File: src/verilog/cesrk_pkg.sv
package cesrk_pkg;

    // ********************************************************
    // clock and timing
    // ********************************************************
    localparam longint unsigned CLK_FREQ_HZ    = 200_000_000;
    localparam longint unsigned LONG_PRESS_MS  = 6000;
    localparam longint unsigned FLASH_HALF_MS  = 250;
    localparam int unsigned     LONG_PRESS_CYC =
        int'((LONG_PRESS_MS * CLK_FREQ_HZ) / 64'd1000);
    localparam int unsigned     FLASH_HALF_CYC =
        int'((FLASH_HALF_MS * CLK_FREQ_HZ) / 64'd1000);
    localparam int unsigned     TIMER_W        = 31;
    localparam logic [7:0]      FLASH_TOGGLES  = 8'h06;

    // ********************************************************
    // register map, byte addresses
    // ********************************************************
    localparam int unsigned ADR_W          = 8;
    localparam logic [7:0]  OFS_SYS_FLAGS  = 8'h00;
    localparam logic [7:0]  OFS_MAP_LOW    = 8'h04;
    localparam logic [7:0]  OFS_MAP_HIGH   = 8'h08;
    localparam logic [7:0]  OFS_STATUS     = 8'h0C;
    localparam logic [7:0]  OFS_CLR_SYS    = 8'h10;
    localparam logic [7:0]  OFS_CLR_LOW    = 8'h14;
    localparam logic [7:0]  OFS_CLR_HIGH   = 8'h18;

    // ********************************************************
    // system fault word layout
    // ********************************************************
    localparam logic [31:0] SYS_VALID_MASK  = 32'h0003_FFFE;
    localparam logic [31:0] FLAGS_RESET     = 32'h0000_0000;
    localparam int unsigned BIT_FIRST_BOOT  = 1;
    localparam int unsigned BIT_MEM_OVER    = 2;
    localparam int unsigned BIT_CHECKSUM    = 3;
    localparam int unsigned BIT_BOOT_FAIL   = 4;
    localparam int unsigned BIT_LOAD_PWR    = 5;
    localparam int unsigned BIT_OVERLOAD    = 6;
    localparam int unsigned BIT_CONV_READ   = 7;
    localparam int unsigned BIT_MEM_PROG    = 8;
    localparam int unsigned BIT_NO_RECORD   = 9;
    localparam int unsigned BIT_REC_DIFF    = 10;
    localparam int unsigned BIT_NO_STATION  = 11;
    localparam int unsigned BIT_POLL_TOUT   = 12;
    localparam int unsigned BIT_STN_FAIL    = 13;
    localparam int unsigned BIT_LEN_OVER    = 14;
    localparam int unsigned BIT_HOTSWAP     = 15;
    localparam int unsigned BIT_NET_INIT    = 16;
    localparam int unsigned BIT_ADR_RANGE   = 17;

    // ********************************************************
    // module stack and status word layout
    // ********************************************************
    localparam logic [6:0]  MAX_MODULES     = 7'h40;
    localparam logic [6:0]  ERRMOD_SLOTS    = 7'h03;
    localparam logic [6:0]  ERRMOD_LAST_OK  = 7'h3D;
    localparam int unsigned STAT_PLACED_BIT = 0;
    localparam int unsigned STAT_SLOT_LSB   = 8;
    localparam int unsigned STAT_COUNT_LSB  = 16;
    localparam int unsigned STAT_KEY_LSB    = 24;

    typedef enum logic [1:0] {
        KEY_IDLE,
        KEY_SHORT,
        KEY_LONG,
        KEY_FLASH
    } cesrk_key_type;

endpackage

File: src/verilog/cesrk_top.sv
// The placing of the registers and register access over Wishbone were chosen for this implementation.
`timescale 1ns/1ps
// Summary of operation
// RULE1: time button hold; under six seconds restarts, longer restores defaults
// RULE2: once held six seconds, indicator goes steady red, green off
// RULE3: after release from long press, indicator flashes red
// RULE4: at configuration done, place error module right after last physical module
// RULE5: with fewer than three free slots, skip placement silently
// RULE6: system word is 32 bits; bit 0 and bits 18 to 31 reserved
// RULE7: bit 1 set on first boot with empty memory
// RULE8: bit 2 set when stored data exceeds planned memory size
// RULE9: bit 3 set on stored data checksum failure
// RULE10: bit 4 set when coupler or module fails to boot
// RULE11: bits 5, 6, 7 flag load power, overload, converter read faults
// RULE12: bit 8 set when memory write or erase fails
// RULE13: bits 9, 10, 11 flag station record missing, differing, none found
// RULE14: bit 12 set on polling communication timeout
// RULE15: bit 13 set on station failure
// RULE16: bit 14 set when operating data length exceeds configured value
// RULE17: bit 15 set when hot-swap recovery fails
// RULE18: bit 16 set when network initialization fails
// RULE19: bit 17 set when register address leaves controlled range
// RULE20: low map bit n-1 set on timeout of module n, 1 to 32
// RULE21: high map bit n-33 set on timeout of module n, 33 to 64
// RULE22: at most 64 modules; timeouts beyond the stack are ignored
// RULE23: reserved bits read zero; reads never change any flag
module cesrk_top #(
    parameter int unsigned LONG_PRESS_CYC = cesrk_pkg::LONG_PRESS_CYC,
    parameter int unsigned FLASH_HALF_CYC = cesrk_pkg::FLASH_HALF_CYC
) (
    input  wire logic        i_core_clk,
    input  wire logic        i_rst_b,
    input  wire logic        i_wb_cyc,
    input  wire logic        i_wb_stb,
    input  wire logic        i_wb_we,
    input  wire logic [7:0]  i_wb_adr,
    input  wire logic [3:0]  i_wb_sel,
    input  wire logic [31:0] i_wb_dat,
    output logic      [31:0] o_wb_dat,
    output logic             o_wb_ack,
    input  wire logic        i_reset_key_b,
    input  wire logic        i_sys_red_normal,
    input  wire logic        i_sys_green_normal,
    output logic             o_system_indicator_red,
    output logic             o_system_indicator_green,
    output logic             o_module_restart,
    output logic             o_restore_defaults,
    input  wire logic        i_first_boot_flag,
    input  wire logic        i_memory_oversize_flag,
    input  wire logic        i_checksum_fault_flag,
    input  wire logic        i_boot_fail_flag,
    input  wire logic        i_load_power_missing_flag,
    input  wire logic        i_overload_flag,
    input  wire logic        i_converter_read_fault_flag,
    input  wire logic        i_memory_program_fail_flag,
    input  wire logic        i_no_station_record_flag,
    input  wire logic        i_station_record_mismatch_flag,
    input  wire logic        i_no_station_found_flag,
    input  wire logic        i_polling_timeout_flag,
    input  wire logic        i_station_fail_flag,
    input  wire logic        i_length_overrun_flag,
    input  wire logic        i_hotswap_recovery_fail_flag,
    input  wire logic        i_network_init_fail_flag,
    input  wire logic        i_address_range_fault_flag,
    input  wire logic        i_slot_timeout_evt,
    input  wire logic [5:0]  i_slot_timeout_id,
    input  wire logic [6:0]  i_module_count,
    input  wire logic        i_config_done,
    output logic             o_errmod_placed,
    output logic      [6:0]  o_errmod_first_slot
);

    // ********************************************************
    // button synchroniser and press classifier
    // ********************************************************
    logic                      key_meta_r;
    logic                      key_sync_r;
    cesrk_pkg::cesrk_key_type  state_r;
    cesrk_pkg::cesrk_key_type  state_nxt;
    logic [30:0]               press_cnt_r;
    logic [30:0]               press_cnt_nxt;
    logic [30:0]               flash_cnt_r;
    logic [30:0]               flash_cnt_nxt;
    logic [7:0]                flash_tog_r;
    logic [7:0]                flash_tog_nxt;
    logic                      red_r;
    logic                      red_nxt;
    logic                      restart_nxt;
    logic                      restore_nxt;
    wire                       pressed = ~key_sync_r;
    wire  [30:0]               long_last = 31'(LONG_PRESS_CYC - 1);
    wire  [30:0]               half_last = 31'(FLASH_HALF_CYC - 1);

    always_ff @(posedge i_core_clk or negedge i_rst_b) begin
        if (!i_rst_b) begin
            key_meta_r <= 1'b1;
            key_sync_r <= 1'b1;
        end else begin
            key_meta_r <= i_reset_key_b;
            key_sync_r <= key_meta_r;
        end
    end

    // a press during the flash sequence is ignored until it ends
    always_comb begin
        state_nxt     = state_r;
        press_cnt_nxt = press_cnt_r;
        flash_cnt_nxt = flash_cnt_r;
        flash_tog_nxt = flash_tog_r;
        red_nxt       = red_r;
        restart_nxt   = 1'b0;
        restore_nxt   = 1'b0;
        case (state_r)
            cesrk_pkg::KEY_IDLE: begin
                red_nxt = 1'b0;
                if (pressed) begin
                    state_nxt     = cesrk_pkg::KEY_SHORT;
                    press_cnt_nxt = 31'h0000_0001;
                end
            end
            cesrk_pkg::KEY_SHORT: begin
                if (!pressed) begin
                    state_nxt   = cesrk_pkg::KEY_IDLE;
                    restart_nxt = 1'b1; // see RULE1
                end else if (press_cnt_r >= long_last) begin
                    state_nxt = cesrk_pkg::KEY_LONG; // see RULE1
                    red_nxt   = 1'b1; // see RULE2
                end else begin
                    press_cnt_nxt = press_cnt_r + 31'h0000_0001;
                end
            end
            cesrk_pkg::KEY_LONG: begin
                red_nxt = 1'b1; // see RULE2
                if (!pressed) begin
                    state_nxt     = cesrk_pkg::KEY_FLASH;
                    restore_nxt   = 1'b1; // see RULE1
                    flash_cnt_nxt = 31'h0000_0000;
                    flash_tog_nxt = 8'h00;
                    red_nxt       = 1'b0;
                end
            end
            cesrk_pkg::KEY_FLASH: begin
                if (flash_cnt_r >= half_last) begin
                    flash_cnt_nxt = 31'h0000_0000;
                    red_nxt       = ~red_r; // see RULE3
                    flash_tog_nxt = flash_tog_r + 8'h01;
                    if (flash_tog_r >= cesrk_pkg::FLASH_TOGGLES - 8'h01) begin
                        state_nxt = cesrk_pkg::KEY_IDLE;
                        red_nxt   = 1'b0;
                    end
                end else begin
                    flash_cnt_nxt = flash_cnt_r + 31'h0000_0001;
                end
            end
            default: begin
                state_nxt = cesrk_pkg::KEY_IDLE;
            end
        endcase
    end

    wire ind_red_nxt   = (state_nxt == cesrk_pkg::KEY_IDLE) ? i_sys_red_normal : red_nxt;
    wire ind_green_nxt = (state_nxt == cesrk_pkg::KEY_IDLE) ? i_sys_green_normal : 1'b0;

    always_ff @(posedge i_core_clk or negedge i_rst_b) begin
        if (!i_rst_b) begin
            state_r                  <= cesrk_pkg::KEY_IDLE;
            press_cnt_r              <= 31'h0000_0000;
            flash_cnt_r              <= 31'h0000_0000;
            flash_tog_r              <= 8'h00;
            red_r                    <= 1'b0;
            o_module_restart         <= 1'b0;
            o_restore_defaults       <= 1'b0;
            o_system_indicator_red   <= 1'b0;
            o_system_indicator_green <= 1'b0;
        end else begin
            state_r                  <= state_nxt;
            press_cnt_r              <= press_cnt_nxt;
            flash_cnt_r              <= flash_cnt_nxt;
            flash_tog_r              <= flash_tog_nxt;
            red_r                    <= red_nxt;
            o_module_restart         <= restart_nxt;
            o_restore_defaults       <= restore_nxt;
            o_system_indicator_red   <= ind_red_nxt;
            o_system_indicator_green <= ind_green_nxt;
        end
    end

    // ********************************************************
    // error module placement
    // ********************************************************
    wire [6:0] count_eff = (i_module_count > cesrk_pkg::MAX_MODULES) ?
                           cesrk_pkg::MAX_MODULES : i_module_count; // see RULE22
    wire       room_ok   = (count_eff <= cesrk_pkg::ERRMOD_LAST_OK);
    logic [6:0] count_r;

    always_ff @(posedge i_core_clk or negedge i_rst_b) begin
        if (!i_rst_b) begin
            o_errmod_placed     <= 1'b0;
            o_errmod_first_slot <= 7'h00;
            count_r             <= 7'h00;
        end else if (i_config_done) begin
            count_r             <= count_eff;
            o_errmod_placed     <= room_ok; // see RULE4
            o_errmod_first_slot <= room_ok ? count_eff + 7'h01 : 7'h00; // see RULE5
        end
    end

    // ********************************************************
    // wishbone slave, one wait state
    // ********************************************************
    wire        wb_req   = i_wb_cyc & i_wb_stb;
    wire        wb_wr    = wb_req & i_wb_we & o_wb_ack;
    wire [31:0] byte_msk = {{8{i_wb_sel[3]}}, {8{i_wb_sel[2]}},
                            {8{i_wb_sel[1]}}, {8{i_wb_sel[0]}}};
    wire [31:0] wr_bits  = i_wb_dat & byte_msk;
    wire [31:0] clr_sys  = (wb_wr && i_wb_adr == cesrk_pkg::OFS_CLR_SYS)  ? wr_bits : 32'h0;
    wire [31:0] clr_low  = (wb_wr && i_wb_adr == cesrk_pkg::OFS_CLR_LOW)  ? wr_bits : 32'h0;
    wire [31:0] clr_high = (wb_wr && i_wb_adr == cesrk_pkg::OFS_CLR_HIGH) ? wr_bits : 32'h0;

    logic [31:0] sys_r;
    logic [31:0] map_lo_r;
    logic [31:0] map_hi_r;
    logic [31:0] status_w;
    logic [31:0] rd_mux;

    always_comb begin
        status_w = 32'h0;
        status_w[cesrk_pkg::STAT_PLACED_BIT] = o_errmod_placed;
        status_w[cesrk_pkg::STAT_SLOT_LSB +: 7]  = o_errmod_first_slot;
        status_w[cesrk_pkg::STAT_COUNT_LSB +: 7] = count_r;
        status_w[cesrk_pkg::STAT_KEY_LSB +: 2]   = state_r;
    end

    // unmapped and clear offsets read zero; reading never touches a flag
    assign rd_mux = (i_wb_adr == cesrk_pkg::OFS_SYS_FLAGS) ? sys_r :
                    (i_wb_adr == cesrk_pkg::OFS_MAP_LOW)   ? map_lo_r :
                    (i_wb_adr == cesrk_pkg::OFS_MAP_HIGH)  ? map_hi_r :
                    (i_wb_adr == cesrk_pkg::OFS_STATUS)    ? status_w : 32'h0; // see RULE23

    always_ff @(posedge i_core_clk or negedge i_rst_b) begin
        if (!i_rst_b) begin
            o_wb_ack <= 1'b0;
            o_wb_dat <= 32'h0;
        end else begin
            o_wb_ack <= wb_req & ~o_wb_ack;
            if (wb_req && !o_wb_ack) begin
                o_wb_dat <= i_wb_we ? 32'h0 : rd_mux;
            end
        end
    end

    // ********************************************************
    // sticky fault flags, set wins over clear
    // ********************************************************
    logic [31:0] sys_set;
    logic [63:0] slot_set;
    wire         slot_ok = i_slot_timeout_evt && ({1'b0, i_slot_timeout_id} < count_eff);

    always_comb begin
        sys_set = 32'h0;
        sys_set[cesrk_pkg::BIT_FIRST_BOOT] = i_first_boot_flag; // see RULE7
        sys_set[cesrk_pkg::BIT_MEM_OVER]   = i_memory_oversize_flag; // see RULE8
        sys_set[cesrk_pkg::BIT_CHECKSUM]   = i_checksum_fault_flag; // see RULE9
        sys_set[cesrk_pkg::BIT_BOOT_FAIL]  = i_boot_fail_flag; // see RULE10
        sys_set[cesrk_pkg::BIT_LOAD_PWR]   = i_load_power_missing_flag; // see RULE11
        sys_set[cesrk_pkg::BIT_OVERLOAD]   = i_overload_flag; // see RULE11
        sys_set[cesrk_pkg::BIT_CONV_READ]  = i_converter_read_fault_flag; // see RULE11
        sys_set[cesrk_pkg::BIT_MEM_PROG]   = i_memory_program_fail_flag; // see RULE12
        sys_set[cesrk_pkg::BIT_NO_RECORD]  = i_no_station_record_flag; // see RULE13
        sys_set[cesrk_pkg::BIT_REC_DIFF]   = i_station_record_mismatch_flag; // see RULE13
        sys_set[cesrk_pkg::BIT_NO_STATION] = i_no_station_found_flag; // see RULE13
        sys_set[cesrk_pkg::BIT_POLL_TOUT]  = i_polling_timeout_flag | slot_ok; // see RULE14
        sys_set[cesrk_pkg::BIT_STN_FAIL]   = i_station_fail_flag; // see RULE15
        sys_set[cesrk_pkg::BIT_LEN_OVER]   = i_length_overrun_flag; // see RULE16
        sys_set[cesrk_pkg::BIT_HOTSWAP]    = i_hotswap_recovery_fail_flag; // see RULE17
        sys_set[cesrk_pkg::BIT_NET_INIT]   = i_network_init_fail_flag; // see RULE18
        sys_set[cesrk_pkg::BIT_ADR_RANGE]  = i_address_range_fault_flag; // see RULE19
    end

    // ids past the physical stack are dropped, a stale poller cannot mark them
    assign slot_set = slot_ok ? (64'h1 << i_slot_timeout_id) : 64'h0; // see RULE22

    genvar gi;
    generate
        for (gi = 0; gi < 32; gi++) begin : g_flag
            always_ff @(posedge i_core_clk or negedge i_rst_b) begin
                if (!i_rst_b) begin
                    sys_r[gi]    <= cesrk_pkg::FLAGS_RESET[gi];
                    map_lo_r[gi] <= cesrk_pkg::FLAGS_RESET[gi];
                    map_hi_r[gi] <= cesrk_pkg::FLAGS_RESET[gi];
                end else begin
                    sys_r[gi]    <= cesrk_pkg::SYS_VALID_MASK[gi] &
                                    (sys_set[gi] | (sys_r[gi] & ~clr_sys[gi])); // see RULE6
                    map_lo_r[gi] <= slot_set[gi] | (map_lo_r[gi] & ~clr_low[gi]); // see RULE20
                    map_hi_r[gi] <= slot_set[gi+32] | (map_hi_r[gi] & ~clr_high[gi]); // see RULE21
                end
            end
        end
    endgenerate
endmodule
File: config.mk
export PLATFORM = sky130hd
export DESIGN_NAME = cesrk_top
export DESIGN_NICKNAME = d
export VERILOG_FILES = /design/src/verilog/cesrk_pkg.sv /design/src/verilog/cesrk_top.sv
export SDC_FILE = /design/constraint.sdc
export NUM_CORES = 1
export LEC_CHECK = 0
export BUFFER_PORTS_ARGS = -buffer_cell sky130_fd_sc_hd__buf_4
export CAP_MARGIN = 20
export CORE_ASPECT_RATIO = 0.5
export CORE_MARGIN = 1
export CORE_UTILIZATION = 25
export CTS_CLUSTER_SIZE = 12
export DETAILED_ROUTE_END_ITERATION = 12
export PLACE_DENSITY_LB_ADDON = 0.3
export SLEW_MARGIN = 15
export SYNTH_ARGS = -nofsm -noshare
export SYNTH_HDL_FRONTEND = slang
export SYNTH_SLANG_ARGS = --single-unit
export TNS_END_PERCENT = 20
File: constraint.sdc
create_clock -name i_core_clk -period 2.5 [get_ports i_core_clk]
set_input_delay 0.375 -clock i_core_clk [delete_from_list [all_inputs] [get_ports i_core_clk]]
set_output_delay 0.375 -clock i_core_clk [all_outputs]
set_load 0.02 [all_outputs]
# Yosys cells after proc, flatten, opt, wreduce, memory -nomap -nowiden

Cells that the tools add are included.

Input port bits: 84
Logic and storage cells: 426
Output and inout port bits: 45
Flip-flop bits (word level): 208

Bitwise logic cells: 251
Shift operators: 1
Reduce and logical (&&, ||, !) cells: 14
$lt $le $gt $ge: 6
Multiplexer cells: 39
$add $sub $neg: 4
Equality and inequality tests: 14

Operators with widths:

| kind                                                                     | count |
|---|---|
| 32-bit two-way mux                                                       | 6 |
| 31-bit two-way mux                                                       | 5 |
| 31-bit one-hot mux with 2 select lines                                   | 2 |
| 1-bit AND                                                                | 85 |
| 1-bit inverter                                                           | 83 |
| 1-bit OR                                                                 | 82 |
| 64-bit two-way mux                                                       | 1 |
| 1-bit by 6-bit left shift with 64-bit output (first input constant)      | 1 |
| 31-bit by 1-bit adder with 31-bit output (second input constant)         | 2 |
| 32-bit AND                                                               | 1 |
| 31-bit by 26-bit >= comparator with 1-bit output (second input constant) | 1 |
| 31-bit >= comparator (second input constant)                             | 1 |
| 26-bit two-way mux                                                       | 1 |
| 8-bit by 5-bit equality test with 1-bit output (second input constant)   | 3 |
| 18-bit two-way mux                                                       | 1 |
| 8-bit by 4-bit equality test with 1-bit output (second input constant)   | 2 |
| 8-bit two-way mux                                                        | 2 |
| 8-bit one-hot mux with 2 select lines                                    | 1 |
| 7-bit two-way mux                                                        | 2 |
| 2-bit two-way mux                                                        | 6 |
| 1-bit two-way mux                                                        | 10 |
| 2-bit != test (second input constant)                                    | 5 |
| 8-bit by 1-bit adder with 8-bit output (second input constant)           | 1 |
| 8-bit by 3-bit equality test with 1-bit output (second input constant)   | 1 |
| other kinds (17)                                                         | 24 |

# Logic depth before layout (Yosys ltp)

Word-level depth: 8
Gate-level depth with buffers: 10
Gate-level depth less buffers: 8

# Worst setup path before layout

Ideal clock, no wire load.

Path kind: input to register
Start point: input i_module_count[1]
End point: register map_hi_r[10]
Setup time: 0.135 ns
Path buffers: 2
Setup slack: 0.279 ns
Required time: 2.365 ns
Arrival time: 2.086 ns
Stages on the path: 10
Cell sequence: nor2b_1 inv_1 ha_1 a21boi_0 o21a_1 o21ai_0 a22oi_1 clkbuf_1 buf_1 o31ai_1

Longest elaborated chain between the ends: 6

Ends and longest elaborated chain:

| item                                                      | line             | source |
|---|---|---|
| from (decl)                                               | cesrk_top.sv:67  | `input wire logic [6:0] i_module_count,` |
| 7-bit > comparator                                        | cesrk_top.sv:191 | `wire [6:0] count_eff = (i_module_count > cesrk_pkg::MAX_MODULES) ?` |
| 7-bit two-way mux (*)                                     | cesrk_top.sv:191 |  |
| 6-bit by 7-bit less-than comparator with 1-bit output (*) | cesrk_top.sv:257 | `wire slot_ok = i_slot_timeout_evt && ({1'b0, i_slot_timeout_id} < count_eff);` |
| 1-bit logical AND (*)                                     | cesrk_top.sv:257 |  |
| 64-bit two-way mux (*)                                    | cesrk_top.sv:281 | `assign slot_set = slot_ok ? (64'h1 << i_slot_timeout_id) : 64'h0;` |
| 1-bit OR (*)                                              | cesrk_top.sv:295 | `map_hi_r[gi] <= slot_set[gi+32] \| (map_hi_r[gi] & ~clr_high[gi]);` |
| to (signal, indexed assignment)                           | cesrk_top.sv:290 | `map_hi_r[gi] <= cesrk_pkg::FLAGS_RESET[gi];` |
| to (signal, indexed assignment)                           | cesrk_top.sv:295 |  |
| to (decl)                                                 | cesrk_top.sv:222 | `logic [31:0] map_hi_r;` |

Every way passes the cells marked *; elsewhere a longest branch is shown, timed or not.
A chain may end at the register's enable or synchronous reset.

# Final worst setup path

Start point: register press_cnt_r[11]
End point: register press_cnt_r[17]

Longest elaborated chain between the ends: 4
Elaborated cells between the ends (all ways): 7
Classes of those cells: add/sub: 1; order compare: 1; eq/ne: 1; mux: 3; reduce/logical: 1

Ends and longest elaborated chain:

| item                                     | line             | source |
|---|---|---|
| from (decl)                              | cesrk_top.sv:80  | `logic [30:0] press_cnt_r;` |
| from (signal assigned)                   | cesrk_top.sv:177 | `press_cnt_r <= press_cnt_nxt;` |
| 31-bit by 1-bit adder with 31-bit output | cesrk_top.sv:129 | `press_cnt_nxt = press_cnt_r + 31'h0000_0001;` |
| 31-bit two-way mux                       | cesrk_top.sv:125 | `end else if (press_cnt_r >= long_last) begin` |
| 31-bit two-way mux                       | cesrk_top.sv:122 | `if (!pressed) begin` |
| 31-bit one-hot mux with 2 select lines   | cesrk_top.sv:113 | `case (state_r)` |

Several ways; a longest one is shown, not always the timed one. The select of a mux whose other input is x is not followed.

==> results.yml <==
finish:
  syn2layout_area_growth_pct: 24.8
  fillers: 4070
  drive_gt1_frac: 0.186
  n_antenna_cell: 0
  final_cell_area_sq_mm: 0.0127
  nets: 1289
synthesis:
  ys.flop_type: "dfrtp_1"
  syn-cell-area_sq_mm: 0.0102
  synth_seq_cells: 208
  syn_inst: 1070
  synth.avg_cell_area_sq_um: 9.55
  syn-num-nets: 1166
  synth_seq_area_share: 0.510
  async_reset_ff_frac: 1.00
  synth_edf_count: 0
  synth_cell_types: 63
  synth_warnings: 0
status:
  violations: "design-rule violations"
  status: "finished with violations"
critical_path:
  cp-end-kind: "flip-flop"
  cp-start-kind: "flip-flop"
  critical_path_class: "reg -> reg"
  crit_chain: "and2_1 -> or3_1 -> o311a_1 -> o21a_4 -> or4_1 -> a21oi_1"
  cp_data_required_time_ns: 2.95
  cp_slowest_stage_delay_ns: 0.52
  cp_max_fo: 25
  crit_arrival_ns: 2.77
  r2r_slack_ns: 0.18
  slowest_stage: "or4_1"
floorplanning:
  die_height_um: 145
  num_rows: 51
  ios: 129
  core_sq_mm: 0.0396
  die_area_sq_mm: 0.0417
  chipWidth_um: 288
  start_util: 0.258
clock_network:
  cts_tree: "done"
  cts_buffer_depth: 3
  cts.sink_count: 208
  clockRootBuffer: "clkbuf_16"
  cts_buffers: 23
  clkSlewWorstSetupHoldPaths_ns: 0.06
  ctsHtreeMaxLevel: 1
  clock_latency_ns: 0.53
  cts_setup_buffers: 0
route:
  postRouteAntennaNets: 0
  wirelength_um: 31700
  detail_route.iter0.violations: 568
  drc: 2
  vias_per_cell: 5.21
  firstDrtPassIters: 9
  vias: 9057
  wl_per_cell_um: 18.3
run:
  maxCapViolations: 0
grt:
  grt_pass1_vias: 9194
  grt_pass1_wl_um: 51200
  grt.overflow.total: 0
  grt_usage: 0.152
  grt_max_degree: 65
  antenna_found_initial: 0
power:
  pwr_density_cell_mw_per_mm2: 630
  finalPower_uw: 8030
  vdd_drop_max_mv: 0.365
  p_leak_uw: 0.00537
timing:
  worstMarginPinSlew_ns: 1.04
  hold_viol_final: 0
  fmax_mhz: 432
  setup_viol: 0
  fin_crit_sh: 0.927
  layout_min_cycle_time_ns: 2.32
  hold_slack_ns: 0.0302
  rsz0062_at_grt: "false"
  tns_ns: 0
  clock_skew_ns: 0.0141
  finalMaxSlewViolations: 0
  slew_headroom: 0.306
hold_path:
  hp-class: "in -> reg"
placement:
  hpwl_um: 21300
  gp_congestion: 0.824
  dpl_cell_area_sq_mm: 0.0120
  numPortBuffers: 128
## worst max-delay path: cells and delay by family (launching register included)
kind / cells / cell delay, ns
compound gates: 3 / 0.83
simple gates: 3 / 1.01
flops: 1 / 0.40
## cell type report
type                       instances  area [sq um]  share of cell area
tap                              530           663              0.0520
multi-input combinational        771          4660               0.365
timing repair buffer             164          1370               0.107
clock inverter                     6          95.1             0.00746
inverter                          25          93.8             0.00736
clock buffer                      33           663              0.0520
sequential                       208          5210               0.409
## synth_stat cells, drive strengths merged, types with 8 or more instances
library cell / instances / area [sq um]
nor2: 26 / 100
a22o: 21 / 184
nor2b: 12 / 75.1
nand2b: 25 / 156
inv: 25 / 93.8
a31oi: 17 / 106
a22oi: 9 / 67.6
or4: 10 / 75.1
o31ai: 70 / 526
or3: 25 / 156
ha: 12 / 150
nor3: 10 / 55.1
a21oi: 52 / 264
dfrtp: 206 / 5150
o21ai: 149 / 746
and4: 9 / 78.8
and3: 19 / 119
nand4: 22 / 138
nand3: 38 / 195
mux2i: 8 / 80.1
buf: 20 / 106
a221oi: 9 / 78.8
nand2: 131 / 492
and2: 15 / 93.8
clkbuf: 47 / 176
## power by group
part           total, uW  leakage, uW  switching, uW  internal [uW]
registers           3770      0.00270            147           3630
clock network       3460     0.000375           1410           2050
logic                796      0.00229            468            327
total               8030      0.00537           2020           6000
## worst paths after layout
| path | start | to | depth (start not counted) |
|---|---|---|---|
| max in group asynchronous | i_rst_b | key_sync_r | 3 |
| setup / recovery | press_cnt_r[11] | press_cnt_r[17] | 6 |
| setup reg to reg | press_cnt_r[11] | press_cnt_r[17] | 6 |
| hold reg to reg | key_meta_r | key_sync_r | 0 |
| hold / removal | i_load_power_missing_flag | sys_r[5] | 2 |
| min in group asynchronous | i_rst_b | sys_r[13] | 2 |
## routing by layer
| metal | vias to the layer above | wire length, um | global-route usage |
|---|---|---|---|
| met2 | 225 | 16200 | 0.274 |
| met5 | - | 0 | 0 |
| met3 | 51 | 1430 | 0.0222 |
| li1 | 4220 | - | - |
| met1 | 4561 | 13300 | 0.187 |
| met4 | 0 | 775 | 0.0434 |
## kinds of logic (layout without fill, tap and decap cells)
kind of cell | after synthesis | count (layout) | synth area share
AOI/OAI and AO/OA | 372 | 373 | 0.232
and+or+nand+nor | 364 | 364 | 0.185
DFF | 208 | 208 | 0.510
buffers and inverters | 92 | 228 | 0.0369
muxes | 15 | 15 | 0.0156
adders and majority gates | 12 | 12 | 0.0147
xor gates and xnor gates | 7 | 7 | 0.00600
## flip-flops by register name (all words and copies together), names as in the netlist
name / cells
map_hi_r: 32
map_lo_r: 32
o_wb_dat: 32
flash_cnt_r: 31
press_cnt_r: 31
sys_r: 17
flash_tog_r: 8
count_r: 7
o_errmod_first_slot: 7
state_r: 2
key_meta_r: 1
key_sync_r: 1
o_errmod_placed: 1
o_module_restart: 1
o_restore_defaults: 1
o_system_indicator_green: 1
o_system_indicator_red: 1
o_wb_ack: 1
red_r: 1
## metrics by stage
step / instances / utilization / worst slack [ns]
2_1_floorplan: 1070 / - / 0.279
3_3_place_gp: 1695 / 0.302 / 0.167
3_5_place_dp: 1695 / 0.302 / 0.131
4_1_cts: 1736 / 0.322 / 0.126
5_1_grt: 1737 / 0.322 / 0.0110
6_report: 1737 / 0.322 / 0.183
## cells in the final DEF (no fill, tap or decap), drive strengths merged, types with 15 or more instances in the layout
cell | netlist | routed
or3 | 25 | 25
and2 | 15 | 15
o31ai | 70 | 70
a22o | 21 | 21
nor2 | 26 | 26
o21ai | 149 | 149
nand3 | 38 | 38
nand4 | 22 | 22
dfrtp | 206 | 206
a21oi | 52 | 52
inv | 25 | 26
a31oi | 17 | 17
clkbuf | 47 | 34
buf | 20 | 161
nand2 | 131 | 131
and3 | 19 | 19
nand2b | 25 | 25
## timing repair
action                                 in CTS  in global routing
resized for setup                           0                  0
setup endpoints to repair                   0                  2
endpoints found under the hold margin      42                  0
hold buffers                                2                  0
Power figures use the tool's default switching activity.
